==> config.mk <==
export PLATFORM = sky130hd
export DESIGN_NAME = motion_fault_reaction_select
export DESIGN_NICKNAME = d
export VERILOG_FILES = /design/src/motion_fault_pkg.sv /design/src/motion_fault_reaction_select.sv
export SDC_FILE = /design/constraint.sdc
export NUM_CORES = 1
export LEC_CHECK = 0
export BUFFER_PORTS_ARGS = -buffer_cell sky130_fd_sc_hd__buf_2
export CAP_MARGIN = 20
export CORE_ASPECT_RATIO = 0.5
export CORE_UTILIZATION = 25
export CTS_CLUSTER_DIAMETER = 30
export CTS_CLUSTER_SIZE = 30
export DETAILED_ROUTE_END_ITERATION = 16
export GPL_ROUTABILITY_DRIVEN = 0
export PLACE_DENSITY = 0.52
export SETUP_SLACK_MARGIN = 0.3
export SLEW_MARGIN = 0
export SYNTH_ARGS = -nofsm -noshare
export SYNTH_HDL_FRONTEND = slang
export SYNTH_SLANG_ARGS = --single-unit
==> constraint.sdc <==
create_clock -name clk_sys_i -period 3.67 [get_ports clk_sys_i]
set_input_delay 0.5505 -clock clk_sys_i [delete_from_list [all_inputs] [get_ports clk_sys_i]]
set_output_delay 0.5505 -clock clk_sys_i [all_outputs]
set_load 0.005 [all_outputs]
==> src/motion_fault_pkg.sv <==
// ----------------------------------------------------------------------------
// shared constants and types for the fault reaction block
// ----------------------------------------------------------------------------
package motion_fault_pkg;

  // --------------------------------------------------------------------------
  // bus geometry
  // --------------------------------------------------------------------------
  localparam int ADDR_W = 18;                       // byte address width
  localparam int DATA_W = 32;                       // bus data width

  // --------------------------------------------------------------------------
  // register indices, byte address is four times the index
  // --------------------------------------------------------------------------
  localparam logic [15:0] IDX_DEV_CODE   = 16'h3700; // deviation option code
  localparam logic [15:0] IDX_LIM_CODE   = 16'h3701; // limit switch option code
  localparam logic [15:0] IDX_EEP_SIZE   = 16'h4012; // eeprom size readout
  localparam logic [15:0] IDX_HW_CONFIG  = 16'h4013; // hardware configuration
  localparam logic [15:0] IDX_CTRL_WORD  = 16'h6040; // drive control word
  localparam logic [15:0] IDX_STAT_WORD  = 16'h6041; // drive status word
  localparam logic [15:0] IDX_FAST_DECEL = 16'h6085; // fast halt deceleration
  localparam logic [15:0] IDX_IRQ_STAT   = 16'h7000; // sticky event bits
  localparam logic [15:0] IDX_IRQ_MASK   = 16'h7001; // event mask

  // --------------------------------------------------------------------------
  // option code values
  // --------------------------------------------------------------------------
  localparam logic [15:0] CODE_NONE       = 16'hffff; // no reaction (-1)
  localparam logic [15:0] CODE_COAST      = 16'h0000; // power off, free run
  localparam logic [15:0] CODE_SLOW       = 16'h0001; // slow-down ramp
  localparam logic [15:0] CODE_QUICK      = 16'h0002; // quick-stop ramp
  localparam logic [15:0] CODE_SLOW_HALT  = 16'h0005; // slow ramp, then halt
  localparam logic [15:0] CODE_QUICK_HALT = 16'h0006; // quick ramp, then halt

  // --------------------------------------------------------------------------
  // reset values
  // --------------------------------------------------------------------------
  localparam logic [15:0] RST_DEV_CODE   = 16'hffff;
  localparam logic [15:0] RST_LIM_CODE   = 16'hffff;
  localparam logic [15:0] RST_CTRL_WORD  = 16'h0000;
  localparam logic [31:0] RST_FAST_DECEL = 32'h0000_0000;
  localparam logic [2:0]  RST_IRQ_MASK   = 3'h0;

  // --------------------------------------------------------------------------
  // field positions
  // --------------------------------------------------------------------------
  localparam int CTRL_QS_BIT    = 2;                // quick-stop bit, 1 = not active
  localparam int CTRL_EN_BIT    = 3;                // enable operation
  localparam int CTRL_FR_BIT    = 7;                // clear the warning
  localparam int STAT_WARN_BIT  = 7;                // warning flag
  localparam int STAT_STATE_LSB = 8;                // one-hot drive state field
  localparam int IRQ_W          = 3;                // number of event bits
  localparam int IRQ_DEV        = 0;                // deviation error seen
  localparam int IRQ_LIM        = 1;                // limit switch passed
  localparam int IRQ_HALT       = 2;                // drive came to rest

  // --------------------------------------------------------------------------
  // types
  // --------------------------------------------------------------------------
  typedef struct packed {
    logic              wr;                          // write strobe
    logic              rd;                          // read strobe
    logic [ADDR_W-1:0] addr;                        // byte address
    logic [DATA_W-1:0] wdata;                       // write data
  } reg_req_t;

  typedef enum logic [4:0] {
    ST_LOCKED = 5'h01,                              // power stage locked
    ST_RUN    = 5'h02,                              // operation enabled
    ST_BRAKE  = 5'h04,                              // ramp in progress
    ST_QSTOP  = 5'h08,                              // emergency halt, energized
    ST_COAST  = 5'h10                               // drive function blocked
  } drive_state_t;

  typedef struct packed {
    logic slow;                                     // slow-down ramp request
    logic quick;                                    // quick-stop ramp request
  } brake_cmd_t;

  typedef struct packed {
    logic act;                                      // some reaction is due
    logic coast;                                    // unpower at once
    logic quick;                                    // use quick-stop ramp
    logic to_qstop;                                 // end in emergency halt
  } reaction_t;

endpackage : motion_fault_pkg

==> src/motion_fault_reaction_select.sv <==
// The implementer's own choice: strobed register access.
`timescale 1ns/1ns
module motion_fault_reaction_select
  import motion_fault_pkg::*;
#(
  parameter logic [31:0] HW_CONFIG = 32'h0000_0000  // hardware configuration readout
) (
  input  wire logic          clk_sys_i,       // 20 MHz system clock
  input  wire logic          rst_n_i,         // synchronous reset, active low
  input  wire reg_req_t      bus_req_i,       // register request
  output logic [DATA_W-1:0]  rd_data_o,       // read data, cycle after read
  input  wire logic          following_err_i, // following error level
  input  wire logic          slippage_err_i,  // slippage error level
  input  wire logic          limit_switch_i,  // limit switch pin
  input  wire logic          ramp_done_i,     // ramp generator reached rest
  input  wire logic [31:0]   eeprom_size_i,   // detected eeprom size in bytes
  output drive_state_t       drive_state_o,   // current drive state
  output logic               power_on_o,      // motor energized
  output brake_cmd_t         brake_o,         // ramp selection while braking
  output logic [31:0]        fast_decel_o,    // fast halt deceleration setting
  output logic               warning_o,       // status word warning bit
  output logic               irq_o            // level interrupt
);

  // --------------------------------------------------------------------------
  // address decode
  // --------------------------------------------------------------------------
  logic [15:0] idx;                           // register index of the request
  logic        aligned;                       // byte address is word aligned
  logic        wr_en;                         // write strobe, aligned
  logic        rd_en;                         // read strobe, aligned

  assign idx     = bus_req_i.addr[ADDR_W-1:2];
  assign aligned = (bus_req_i.addr[1:0] == 2'h0);
  assign wr_en   = bus_req_i.wr & aligned;
  assign rd_en   = bus_req_i.rd & aligned;

  // --------------------------------------------------------------------------
  // software registers
  // --------------------------------------------------------------------------
  logic [15:0]      dev_code_q;               // deviation option code
  logic [15:0]      lim_code_q;               // limit switch option code
  logic [15:0]      ctrl_q;                   // drive control word
  logic [31:0]      decel_q;                  // fast halt deceleration
  logic [IRQ_W-1:0] irq_mask_q;               // interrupt mask
  logic             ctrl_wr;                  // control word written this cycle

  assign ctrl_wr = wr_en & (idx == IDX_CTRL_WORD);

  // option codes are stored as written, reserved values included
  always_ff @(posedge clk_sys_i) begin
    if (!rst_n_i) begin
      dev_code_q <= RST_DEV_CODE;
      lim_code_q <= RST_LIM_CODE;
    end else if (wr_en) begin
      if (idx == IDX_DEV_CODE) begin
        dev_code_q <= bus_req_i.wdata[15:0];
      end
      if (idx == IDX_LIM_CODE) begin
        lim_code_q <= bus_req_i.wdata[15:0];
      end
    end
  end

  // control word changes only on a write, never by the state machine
  always_ff @(posedge clk_sys_i) begin
    if (!rst_n_i) begin
      ctrl_q <= RST_CTRL_WORD;
    end else if (ctrl_wr) begin
      ctrl_q <= bus_req_i.wdata[15:0];
    end
  end

  // deceleration setting and interrupt mask
  always_ff @(posedge clk_sys_i) begin
    if (!rst_n_i) begin
      decel_q    <= RST_FAST_DECEL;
      irq_mask_q <= RST_IRQ_MASK;
    end else if (wr_en) begin
      if (idx == IDX_FAST_DECEL) begin
        decel_q <= bus_req_i.wdata;
      end
      if (idx == IDX_IRQ_MASK) begin
        irq_mask_q <= bus_req_i.wdata[IRQ_W-1:0];
      end
    end
  end

  // eeprom size is sampled every cycle so a late detection shows up
  logic [31:0] eep_size_q;                    // eeprom size readout

  always_ff @(posedge clk_sys_i) begin
    if (!rst_n_i) begin
      eep_size_q <= 32'h0000_0000;
    end else begin
      eep_size_q <= eeprom_size_i;
    end
  end

  // --------------------------------------------------------------------------
  // event detection
  // --------------------------------------------------------------------------
  logic lim_meta_q;                           // first synchroniser stage
  logic lim_sync_q;                           // second synchroniser stage
  logic lim_prev_q;                           // previous synchronised level
  logic dev_prev_q;                           // previous deviation level
  logic dev_lvl;                              // any deviation error present
  logic dev_evt;                              // deviation error onset
  logic lim_evt;                              // limit switch reached

  // the limit switch is a pin: two stages before anything looks at it
  always_ff @(posedge clk_sys_i) begin
    if (!rst_n_i) begin
      lim_meta_q <= 1'b0;
      lim_sync_q <= 1'b0;
      lim_prev_q <= 1'b0;
    end else begin
      lim_meta_q <= limit_switch_i;
      lim_sync_q <= lim_meta_q;
      lim_prev_q <= lim_sync_q;
    end
  end

  // error levels come from the same clock domain, edge detect only
  always_ff @(posedge clk_sys_i) begin
    if (!rst_n_i) begin
      dev_prev_q <= 1'b0;
    end else begin
      dev_prev_q <= dev_lvl;
    end
  end

  assign dev_lvl = following_err_i | slippage_err_i;
  assign dev_evt = dev_lvl & ~dev_prev_q;
  assign lim_evt = lim_sync_q & ~lim_prev_q;

  // --------------------------------------------------------------------------
  // reaction decode
  // --------------------------------------------------------------------------
  // deviation codes: anything outside 0..2 is reserved and does nothing
  function automatic reaction_t dev_reaction(input logic [15:0] code);
    reaction_t r;
    r = '0;
    case (code)
      CODE_COAST: begin
        r.act   = 1'b1;
        r.coast = 1'b1;
      end
      CODE_SLOW: begin
        r.act   = 1'b1;
      end
      CODE_QUICK: begin
        r.act   = 1'b1;
        r.quick = 1'b1;
      end
      default: r = '0;
    endcase
    return r;
  endfunction : dev_reaction

  // limit codes: -1 and the unlisted values leave the drive alone
  function automatic reaction_t lim_reaction(input logic [15:0] code);
    reaction_t r;
    r = '0;
    case (code)
      CODE_NONE: r = '0;
      CODE_SLOW: begin
        r.act = 1'b1;
      end
      CODE_QUICK: begin
        r.act   = 1'b1;
        r.quick = 1'b1;
      end
      CODE_SLOW_HALT: begin
        r.act      = 1'b1;
        r.to_qstop = 1'b1;
      end
      CODE_QUICK_HALT: begin
        r.act      = 1'b1;
        r.quick    = 1'b1;
        r.to_qstop = 1'b1;
      end
      default: r = '0;
    endcase
    return r;
  endfunction : lim_reaction

  reaction_t dev_r;                           // reaction to a deviation onset
  reaction_t lim_r;                           // reaction to a limit crossing
  reaction_t react;                           // reaction taken this cycle

  // deviation wins when both strike in one cycle unless its code is reserved: coasting is the safer bet
  always_comb begin
    dev_r = dev_evt ? dev_reaction(dev_code_q) : '0;
    lim_r = lim_evt ? lim_reaction(lim_code_q) : '0;
    react = dev_r.act ? dev_r : lim_r;
  end

  // --------------------------------------------------------------------------
  // drive state machine
  // --------------------------------------------------------------------------
  drive_state_t state_q;                      // current drive state
  logic         to_qstop_q;                   // braking ends in emergency halt
  brake_cmd_t   brake_q;                      // active ramp choice
  logic         qs_armed_q;                   // quick-stop bit seen at 0 in halt
  logic         qs_release;                   // halt left on 0 then 1
  logic         en_write;                     // master asks for operation
  logic         halt_evt;                     // drive came to rest by a reaction

  assign en_write   = ctrl_wr & bus_req_i.wdata[CTRL_EN_BIT] & bus_req_i.wdata[CTRL_QS_BIT];
  assign qs_release = ctrl_wr & qs_armed_q & bus_req_i.wdata[CTRL_QS_BIT];
  assign halt_evt   = ((state_q == ST_BRAKE) & ramp_done_i)
                    | ((state_q == ST_RUN) & react.act & react.coast);

  // reactions are acted on only while running; other states are braking or at rest
  always_ff @(posedge clk_sys_i) begin
    if (!rst_n_i) begin
      state_q <= ST_LOCKED;
    end else begin
      case (state_q)
        ST_RUN: begin
          if (react.act) begin
            state_q <= react.coast ? ST_COAST : ST_BRAKE;
          end
        end
        ST_BRAKE: begin
          if (ramp_done_i) begin
            state_q <= to_qstop_q ? ST_QSTOP : ST_LOCKED;
          end
        end
        ST_QSTOP: begin
          if (qs_release) begin
            state_q <= ST_RUN;
          end
        end
        ST_LOCKED, ST_COAST: begin
          if (en_write) begin
            state_q <= ST_RUN;
          end
        end
        default: state_q <= ST_LOCKED;
      endcase
    end
  end

  // ramp choice and end state are latched when braking starts
  always_ff @(posedge clk_sys_i) begin
    if (!rst_n_i) begin
      brake_q    <= '0;
      to_qstop_q <= 1'b0;
    end else if ((state_q == ST_RUN) & react.act & ~react.coast) begin
      brake_q.slow  <= ~react.quick;
      brake_q.quick <= react.quick;
      to_qstop_q    <= react.to_qstop;
    end else if ((state_q == ST_BRAKE) & ramp_done_i) begin
      brake_q       <= '0;
    end
  end

  // return from halt needs a fresh 0 write of the quick-stop bit first
  always_ff @(posedge clk_sys_i) begin
    if (!rst_n_i) begin
      qs_armed_q <= 1'b0;
    end else if (state_q != ST_QSTOP) begin
      qs_armed_q <= 1'b0;
    end else if (ctrl_wr & ~bus_req_i.wdata[CTRL_QS_BIT]) begin
      qs_armed_q <= 1'b1;
    end
  end

  // --------------------------------------------------------------------------
  // warning flag
  // --------------------------------------------------------------------------
  logic warn_q;                               // status word warning bit

  // set on every crossing, whatever the code; a clear in the same cycle loses
  always_ff @(posedge clk_sys_i) begin
    if (!rst_n_i) begin
      warn_q <= 1'b0;
    end else if (lim_evt) begin
      warn_q <= 1'b1;
    end else if (ctrl_wr & bus_req_i.wdata[CTRL_FR_BIT]) begin
      warn_q <= 1'b0;
    end
  end

  // --------------------------------------------------------------------------
  // interrupt status
  // --------------------------------------------------------------------------
  logic [IRQ_W-1:0] irq_stat_q;               // sticky event bits
  logic [IRQ_W-1:0] irq_set;                  // events of this cycle
  logic             irq_rd;                   // status register read

  assign irq_set[IRQ_DEV]  = dev_evt;
  assign irq_set[IRQ_LIM]  = lim_evt;
  assign irq_set[IRQ_HALT] = halt_evt;
  assign irq_rd            = rd_en & (idx == IDX_IRQ_STAT);

  // read clears, but an event arriving with the read stays set
  always_ff @(posedge clk_sys_i) begin
    if (!rst_n_i) begin
      irq_stat_q <= '0;
    end else if (irq_rd) begin
      irq_stat_q <= irq_set;
    end else begin
      irq_stat_q <= irq_stat_q | irq_set;
    end
  end

  // --------------------------------------------------------------------------
  // read data
  // --------------------------------------------------------------------------
  logic [15:0] stat_word;                     // assembled status word

  always_comb begin
    stat_word                                  = 16'h0000;
    stat_word[STAT_WARN_BIT]                   = warn_q;
    stat_word[STAT_STATE_LSB+4:STAT_STATE_LSB] = state_q;
  end

  // unmapped or misaligned reads return zero
  always_ff @(posedge clk_sys_i) begin
    if (!rst_n_i) begin
      rd_data_o <= '0;
    end else if (rd_en) begin
      case (idx)
        IDX_DEV_CODE:   rd_data_o <= {16'h0000, dev_code_q};
        IDX_LIM_CODE:   rd_data_o <= {16'h0000, lim_code_q};
        IDX_EEP_SIZE:   rd_data_o <= eep_size_q;
        IDX_HW_CONFIG:  rd_data_o <= HW_CONFIG;
        IDX_CTRL_WORD:  rd_data_o <= {16'h0000, ctrl_q};
        IDX_STAT_WORD:  rd_data_o <= {16'h0000, stat_word};
        IDX_FAST_DECEL: rd_data_o <= decel_q;
        IDX_IRQ_STAT:   rd_data_o <= {{(DATA_W-IRQ_W){1'b0}}, irq_stat_q};
        IDX_IRQ_MASK:   rd_data_o <= {{(DATA_W-IRQ_W){1'b0}}, irq_mask_q};
        default:        rd_data_o <= '0;
      endcase
    end else begin
      rd_data_o <= '0;
    end
  end

  // --------------------------------------------------------------------------
  // outputs
  // --------------------------------------------------------------------------
  // locked and coasting leave the motor unpowered; halt keeps it energized
  assign power_on_o    = (state_q != ST_LOCKED) & (state_q != ST_COAST);
  assign drive_state_o = state_q;
  assign brake_o       = brake_q;
  assign fast_decel_o  = decel_q;
  assign warning_o     = warn_q;
  assign irq_o         = |(irq_stat_q & irq_mask_q);

endmodule : motion_fault_reaction_select

After elaboration in Yosys (flattened, before gate mapping)
Index checks and enable logic that the tools add are counted.
{ "totals": {"reg_bits": 164, "inputBits": 90, "elab_cells": 110} }
{ "classes": {"n_eq_ne": 26, "n_mux": 22, "n_bitwise": 27, "reduce_logical": 17} }
{ "op_table": {"columns": ["operator", "count"], "rows": [
  ["$pmux W32 S8", 1],
  ["$eq A16 B15 Y1 const B", 6],
  ["$eq A16 B1 Y1 const B", 2],
  ["$eq A16 B14 Y1 const B", 2],
  ["$eq A16 B2 Y1 const B", 2],
  ["$eq A16 B3 Y1 const B", 2],
  ["$mux W5", 5],
  ["$pmux W5 S4", 1],
  ["$and A1 B1 Y1", 17],
  ["$logic_not A16 Y1", 1],
  ["$mux W4", 4],
  ["$reduce_and A2 Y1", 5],
  ["$mux W1", 8],
  ["$ne A2 B2 Y1 const B", 4],
  ["$reduce_or A2 Y1", 4],
  ["$not A1 Y1", 6],
  ["$reduce_or A3 Y1", 2],
  ["$eq A5 B1 Y1 const B", 1],
  ["$eq A5 B2 Y1 const B", 1],
  ["$eq A5 B3 Y1 const B", 1],
  ["$eq A5 B4 Y1 const B", 1],
  ["$eq A5 B5 Y1 const B", 1],
  ["$ne A5 B1 Y1 const B", 1],
  ["$ne A5 B4 Y1 const B", 1],
  ["other kinds (10)", 13]
]} }

Depth between registers and ports, before layout
{ "depth": {"word_depth": 10, "mapped_depth": 7, "depth_no_buf": 6} }

Worst setup path after synthesis
OpenSTA, ideal clock, no wires.
{ "synth_path": {"path_type": "input to register", "from": "input bus_req_i[39] in the netlist's numbering", "to": "register state_q[0], in the netlist drive_state_o[0]", "setup_time_ps": 129, "arrival_time_ps": 1917, "t_required_ps": 3541, "path_slack_ps": 1624, "stages": 7, "cell_sequence": "nor4b_1 -> and4_1 -> clkbuf_1 -> a41o_1 -> o211a_1 -> mux2i_1 -> nand2_1"} }
{ "synth_between": {"elab_chain_len": 6, "word_cells_on_any_way": 9, "classes_between": "eq/ne (3); bitwise (5); reduce/logical (1)"} }
{ "synth_lines": {"columns": ["item", "line", "source"], "rows": [
  ["start, declared", "motion_fault_reaction_select.sv:10", "input wire reg_req_t bus_req_i,"],
  ["$eq A16 B15 Y1 *", "motion_fault_reaction_select.sv:48", "assign ctrl_wr = wr_en & (idx == IDX_CTRL_WORD);"],
  ["$and A1 B1 Y1 *", "motion_fault_reaction_select.sv:48", null],
  ["$and A1 B1 Y1 (on tied branches) (2 in a row)", "motion_fault_reaction_select.sv:210, motion_fault_reaction_select.sv:211", null],
  ["$ne A2 B2 Y1 (no line)", null, null],
  ["$reduce_and A4 Y1 (no line) *", null, null],
  ["end signal, assigned", "motion_fault_reaction_select.sv:223", "state_q <= react.coast ? ST_COAST : ST_BRAKE;"],
  ["end signal, assigned", "motion_fault_reaction_select.sv:228", "state_q <= to_qstop_q ? ST_QSTOP : ST_LOCKED;"],
  ["end, declared", "motion_fault_reaction_select.sv:202", "drive_state_t state_q;"]
]} }
Mark *: on every way between the ends. The rest lies on a longest branch, timed or not.
A chain may end at the register's enable or synchronous reset.

Worst setup path in the final report
{ "layout_path": {"from": "input bus_req_i[39] in the netlist's numbering", "to": "register qs_armed_q"} }
{ "layout_between": {"elab_chain_len": 3} }
{ "layout_lines": {"columns": ["item", "line", "source"], "rows": [
  ["$eq A16 B15 Y1", "motion_fault_reaction_select.sv:48", null],
  ["$and A1 B1 Y1", "motion_fault_reaction_select.sv:48", null],
  ["$and A1 B1 Y1", "motion_fault_reaction_select.sv:266", "end else if (ctrl_wr & ~bus_req_i.wdata[CTRL_QS_BIT]) begin"],
  ["end signal, assigned", "motion_fault_reaction_select.sv:263", "qs_armed_q <= 1'b0;"],
  ["end signal, assigned", "motion_fault_reaction_select.sv:265", "qs_armed_q <= 1'b0;"],
  ["end signal, assigned", "motion_fault_reaction_select.sv:267", "qs_armed_q <= 1'b1;"],
  ["end, declared", "motion_fault_reaction_select.sv:205", "logic qs_armed_q;"]
]} }
Every way passes these cells.

==> metrics.txt <==
# TYPE chip_impl_metric gauge
chip_impl_info{name="outcome",value="finished, final reports clean"} 1
chip_impl_metric{name="port_bufs",unit=""} 163
chip_impl_info{name="timing.rr.end",value="irq_stat_q[2]"} 1
chip_impl_info{name="synth_top_family_by_area",value="simple AND/OR/NAND/NOR gates"} 1
chip_impl_info{name="regToRegStartpoint",value="dev_code_q[15]"} 1
chip_impl_metric{name="numCtsBuffers",unit=""} 17
chip_impl_info{name="critical_path_class",value="in -> reg"} 1
chip_impl_metric{name="layout_setup_ws",unit="ns"} 1.19
chip_impl_metric{name="layout-area-overhead-vs-synth",unit="%"} 28.5
chip_impl_info{name="synth.area.top_cells",value="dfxtp_1 52%, nand2_1 11%, a21boi_0 5.1%"} 1
chip_impl_metric{name="drt-total-wl",unit="um"} 20500
chip_impl_metric{name="drcViolationCount",unit=""} 0
chip_impl_metric{name="yosys_register_bits",unit=""} 164
chip_impl_metric{name="core-area",unit="mm2"} 0.0244
chip_impl_info{name="setup.worst_path.start_class",value="input pin"} 1
chip_impl_metric{name="insertion_delay",unit="ns"} 0.43
chip_impl_metric{name="critPathMaxStageDelay",unit="ns"} 0.68
chip_impl_info{name="clock_tree_from_tritoncts",value="done"} 1
chip_impl_metric{name="synthDistinctLibCells",unit=""} 49
chip_impl_metric{name="synth_mux_area_share",unit="%"} 2.02
chip_impl_metric{name="fillerInstances",unit=""} 2569
chip_impl_info{name="critical_path.startpoint",value="bus_req_i[39]"} 1
chip_impl_metric{name="minimum_setup_slack_among_reg_to_reg_paths",unit="ns"} 1.53
chip_impl_metric{name="finalSetupViolCount",unit=""} 0
chip_impl_metric{name="floorplan.io_pins",unit=""} 164
chip_impl_info{name="synth_top_flop_cell",value="dfxtp_1"} 1
chip_impl_info{name="worst_min_delay_path_class",value="in -> reg"} 1
chip_impl_metric{name="final_area",unit="mm2"} 0.00811
chip_impl_metric{name="critPathMaxFanout",unit=""} 17
chip_impl_metric{name="place.detailed.instances",unit=""} 1172
chip_impl_info{name="yosysMostFrequentCell",value="nand2_1"} 1
chip_impl_metric{name="via_count_of_the_first_global_routing_pass",unit=""} 5467
chip_impl_info{name="cpMaxStageDelayCell",value="and4_1"} 1
chip_impl_metric{name="placed_cell_area",unit="mm2"} 0.00746
chip_impl_metric{name="critical_path_cell_count",unit=""} 6
chip_impl_info{name="synth_top_cell_by_area",value="dfxtp_1"} 1
chip_impl_metric{name="final_antenna_net_count",unit=""} 0
chip_impl_metric{name="die_footprint",unit="mm2"} 0.0259
chip_impl_metric{name="min_period",unit="ns"} 2.48
chip_impl_metric{name="cts.sinks",unit=""} 164
chip_impl_metric{name="firstDrtPassIters",unit=""} 6
chip_impl_metric{name="async_flop_share",unit="%"} 0
chip_impl_metric{name="synth.net_count",unit=""} 794
chip_impl_metric{name="synth-compound-area-share",unit="%"} 17.0
chip_impl_metric{name="mappedNetlistArea",unit="mm2"} 0.00631
chip_impl_metric{name="fin_cells",unit=""} 1204
chip_impl_metric{name="globalRouteTotalUtil",unit="%"} 16.0
chip_impl_metric{name="antennaDiodeCount",unit=""} 0
chip_impl_metric{name="synth.avg_cell_area",unit="um2"} 8.96
chip_impl_metric{name="htree_depth",unit=""} 4
chip_impl_metric{name="synthAdderAreaFrac",unit="%"} 0
chip_impl_metric{name="timing.max_cap.violations",unit=""} 0
chip_impl_metric{name="syn-instance-count",unit=""} 704
chip_impl_info{name="critPathTopFamily",value="simple AND/OR/NAND/NOR gates"} 1
chip_impl_metric{name="synthXorXnorAreaFrac",unit="%"} 0.278
chip_impl_metric{name="min_delay_path_depth",unit=""} 2
chip_impl_metric{name="placement.setup.worst_slack",unit="ns"} 0.781
chip_impl_metric{name="finClkSkew",unit="ns"} 0.00543
chip_impl_info{name="post_synth_most_frequent_cells",value="177 x nand2_1, 164 x dfxtp_1, 43 x a21boi_0"} 1
chip_impl_metric{name="worst_case_clock_buffer_depth",unit=""} 2
chip_impl_metric{name="synth_warnings",unit=""} 0
chip_impl_info{name="grt_most_used_layer",value="met2"} 1
chip_impl_metric{name="fin_crit_sh",unit="%"} 67.6
chip_impl_metric{name="core.rowCount",unit=""} 40
chip_impl_metric{name="drt_first_iter_violations",unit=""} 532
chip_impl_metric{name="synth-edff-count",unit=""} 0
chip_impl_metric{name="fin_nets",unit=""} 945
chip_impl_info{name="setup_repair_after_global_routing_missed_its_margin",value="false"} 1
chip_impl_metric{name="first_pass_grt_wire_length",unit="um"} 31000
chip_impl_metric{name="grt_overflow",unit=""} 0
chip_impl_metric{name="cts.clk_slew.worst_paths",unit="ns"} 0.07
chip_impl_metric{name="routed_length_per_instance",unit="um"} 17.1
chip_impl_metric{name="worst-r2r-cell-count",unit=""} 6
chip_impl_metric{name="grt_max_degree",unit=""} 91
chip_impl_metric{name="global_route.usage.met1",unit="%"} 20.5
chip_impl_metric{name="antenna_found_initial",unit=""} 1
chip_impl_metric{name="hold_buffers",unit=""} 0
chip_impl_metric{name="vias",unit=""} 5702
chip_impl_metric{name="cellPowerDensity",unit="mW/mm2"} 498
chip_impl_metric{name="chipWidth",unit="um"} 227
chip_impl_metric{name="power.static_leakage",unit="uW"} 0.00325
chip_impl_info{name="end_kind",value="flip-flop"} 1
chip_impl_metric{name="total_neg_setup_slack",unit="ns"} 0
chip_impl_metric{name="post_cts_resize_count",unit=""} 0
chip_impl_metric{name="worst-path-buf-inv",unit=""} 1
chip_impl_metric{name="tightest_slew",unit="ns"} 0.814
chip_impl_metric{name="dp_hpwl",unit="um"} 14600
chip_impl_metric{name="area_share_of_the_leading_cell_type_in_the_synthesized_netlist",unit="%"} 52.0
chip_impl_metric{name="share_of_the_yosys_chip_area_belonging_to_registers",unit="%"} 52.0
chip_impl_metric{name="layout-drive-gt1-share",unit="%"} 26.0
chip_impl_info{name="clock_tree.root_cell",value="clkbuf_16"} 1
chip_impl_info{name="critical_path.endpoint",value="qs_armed_q"} 1
chip_impl_metric{name="fp.dieH",unit="um"} 114
chip_impl_metric{name="vias_per_cell",unit=""} 4.74
chip_impl_metric{name="worstPathArrival",unit="ns"} 2.85
chip_impl_metric{name="globalRouteMet3Util",unit="%"} 3.98
chip_impl_metric{name="postCtsSetupBuffers",unit=""} 0
chip_impl_metric{name="slew_headroom",unit="%"} 45.7
chip_impl_metric{name="gr_layer_usage_met2",unit="%"} 26.2
chip_impl_metric{name="critical_path_required",unit="ns"} 4.04
chip_impl_metric{name="worst_ir_drop_vdd",unit="mV"} 0.336
chip_impl_metric{name="initial_core_util",unit="%"} 25.9
chip_impl_info{name="path_cells",value="buf_2 -> nor4b_1 -> and4_1 -> nand2_1 -> nor2_1 -> o2111a_1"} 1
chip_impl_metric{name="timing.final.hold_violations",unit=""} 0
chip_impl_metric{name="final_number_of_max_transition_violations",unit=""} 0
chip_impl_metric{name="yosys.area_share.simple",unit="%"} 25.6
chip_impl_metric{name="timing.fmax",unit="GHz"} 0.403
-- cell families after synthesis --
| family | Yosys count |
|---|---|
| simple gates | 340 |
| flops | 164 |
| mux | 12 |
| xor+xnor | 2 |
| compound gates | 142 |
| buf+inv | 44 |
-- layout by cell type, fill, tap and decap left out, types with 3 or more instances in the layout --
cell	Yosys	routed
nor4_1	5	5
buf_4	0	13
o21ai_0	4	4
nor2_1	32	30
nand2_1	177	177
inv_6	0	3
a31oi_1	5	5
nor3_2	2	3
mux2_2	6	6
nor2b_1	10	10
and3_1	3	3
nand4_1	6	6
dfxtp_1	164	164
nor4b_1	3	3
a21boi_1	9	9
a222oi_1	16	16
clkinv_2	0	3
mux2i_1	6	6
nor3_1	10	9
and2_1	37	37
a22oi_1	33	33
bufinv_16	0	5
o21a_1	3	3
buf_2	8	162
clkbuf_16	0	17
a21oi_1	19	19
a21boi_0	43	43
nand3_1	37	37
-- metrics by stage --
step | utilization [%] | hold WS [ns] | total power, uW
after detailed placement | 30.6 | 0.431 | 2080
after floorplan | - | 0.412 | 1970
after global routing | 33.3 | 0.316 | 4170
after CTS | 33.3 | 0.307 | 4080
after global placement | 30.6 | 0.418 | 2080
final | 33.3 | 0.322 | 4040
-- power breakdown --
| group | internal, uW | switching, uW | total, uW |
|---|---|---|---|
| registers | 1810 | 24.8 | 1830 |
| logic | 101 | 107 | 209 |
| clock network | 1220 | 780 | 2000 |
| total | 3130 | 912 | 4040 |
-- sequential cells by signal, indices dropped and copies added (netlist names) --
| register | count |
|---|---|
| brake_o | 2 |
| fast_decel_o | 32 |
| lim_sync_q | 1 |
| ctrl_q | 16 |
| lim_meta_q | 1 |
| qs_armed_q | 1 |
| lim_code_q | 16 |
| irq_mask_q | 3 |
| rd_data_o | 32 |
| to_qstop_q | 1 |
| lim_prev_q | 1 |
| warning_o | 1 |
| eep_size_q | 32 |
| drive_state_o | 5 |
| dev_prev_q | 1 |
| irq_stat_q | 3 |
| dev_code_q | 16 |
-- worst min path at each step --
| stage | start | endpoint |
|---|---|---|
| floorplan | lim_meta_q | lim_sync_q |
| global placement | lim_meta_q | lim_sync_q |
| detailed placement | lim_meta_q | lim_sync_q |
| CTS | limit_switch_i | lim_meta_q |
| global route | eeprom_size_i[19] | eep_size_q[19] |
| finish | eeprom_size_i[6] | eep_size_q[6] |
-- cell type report --
cell class | instances | area [um2] | area share [%]
sequential | 164 | 3280 | 40.5
multi-input combinational | 496 | 2840 | 35.0
timing repair buffer | 175 | 908 | 11.2
clock buffer | 17 | 425 | 5.25
tap | 336 | 420 | 5.18
clock inverter | 15 | 226 | 2.79
inverter | 1 | 3.75 | 0.0463
-- layer usage --
layer / vias up / part of all wire (%)
met5: - / 0.039
met1: 2763 / 45
met2: 150 / 47
li1: 2758 / -
met4: 2 / 1.5
met3: 29 / 5.8
No activity file was read; power rests on OpenSTA's default activity.
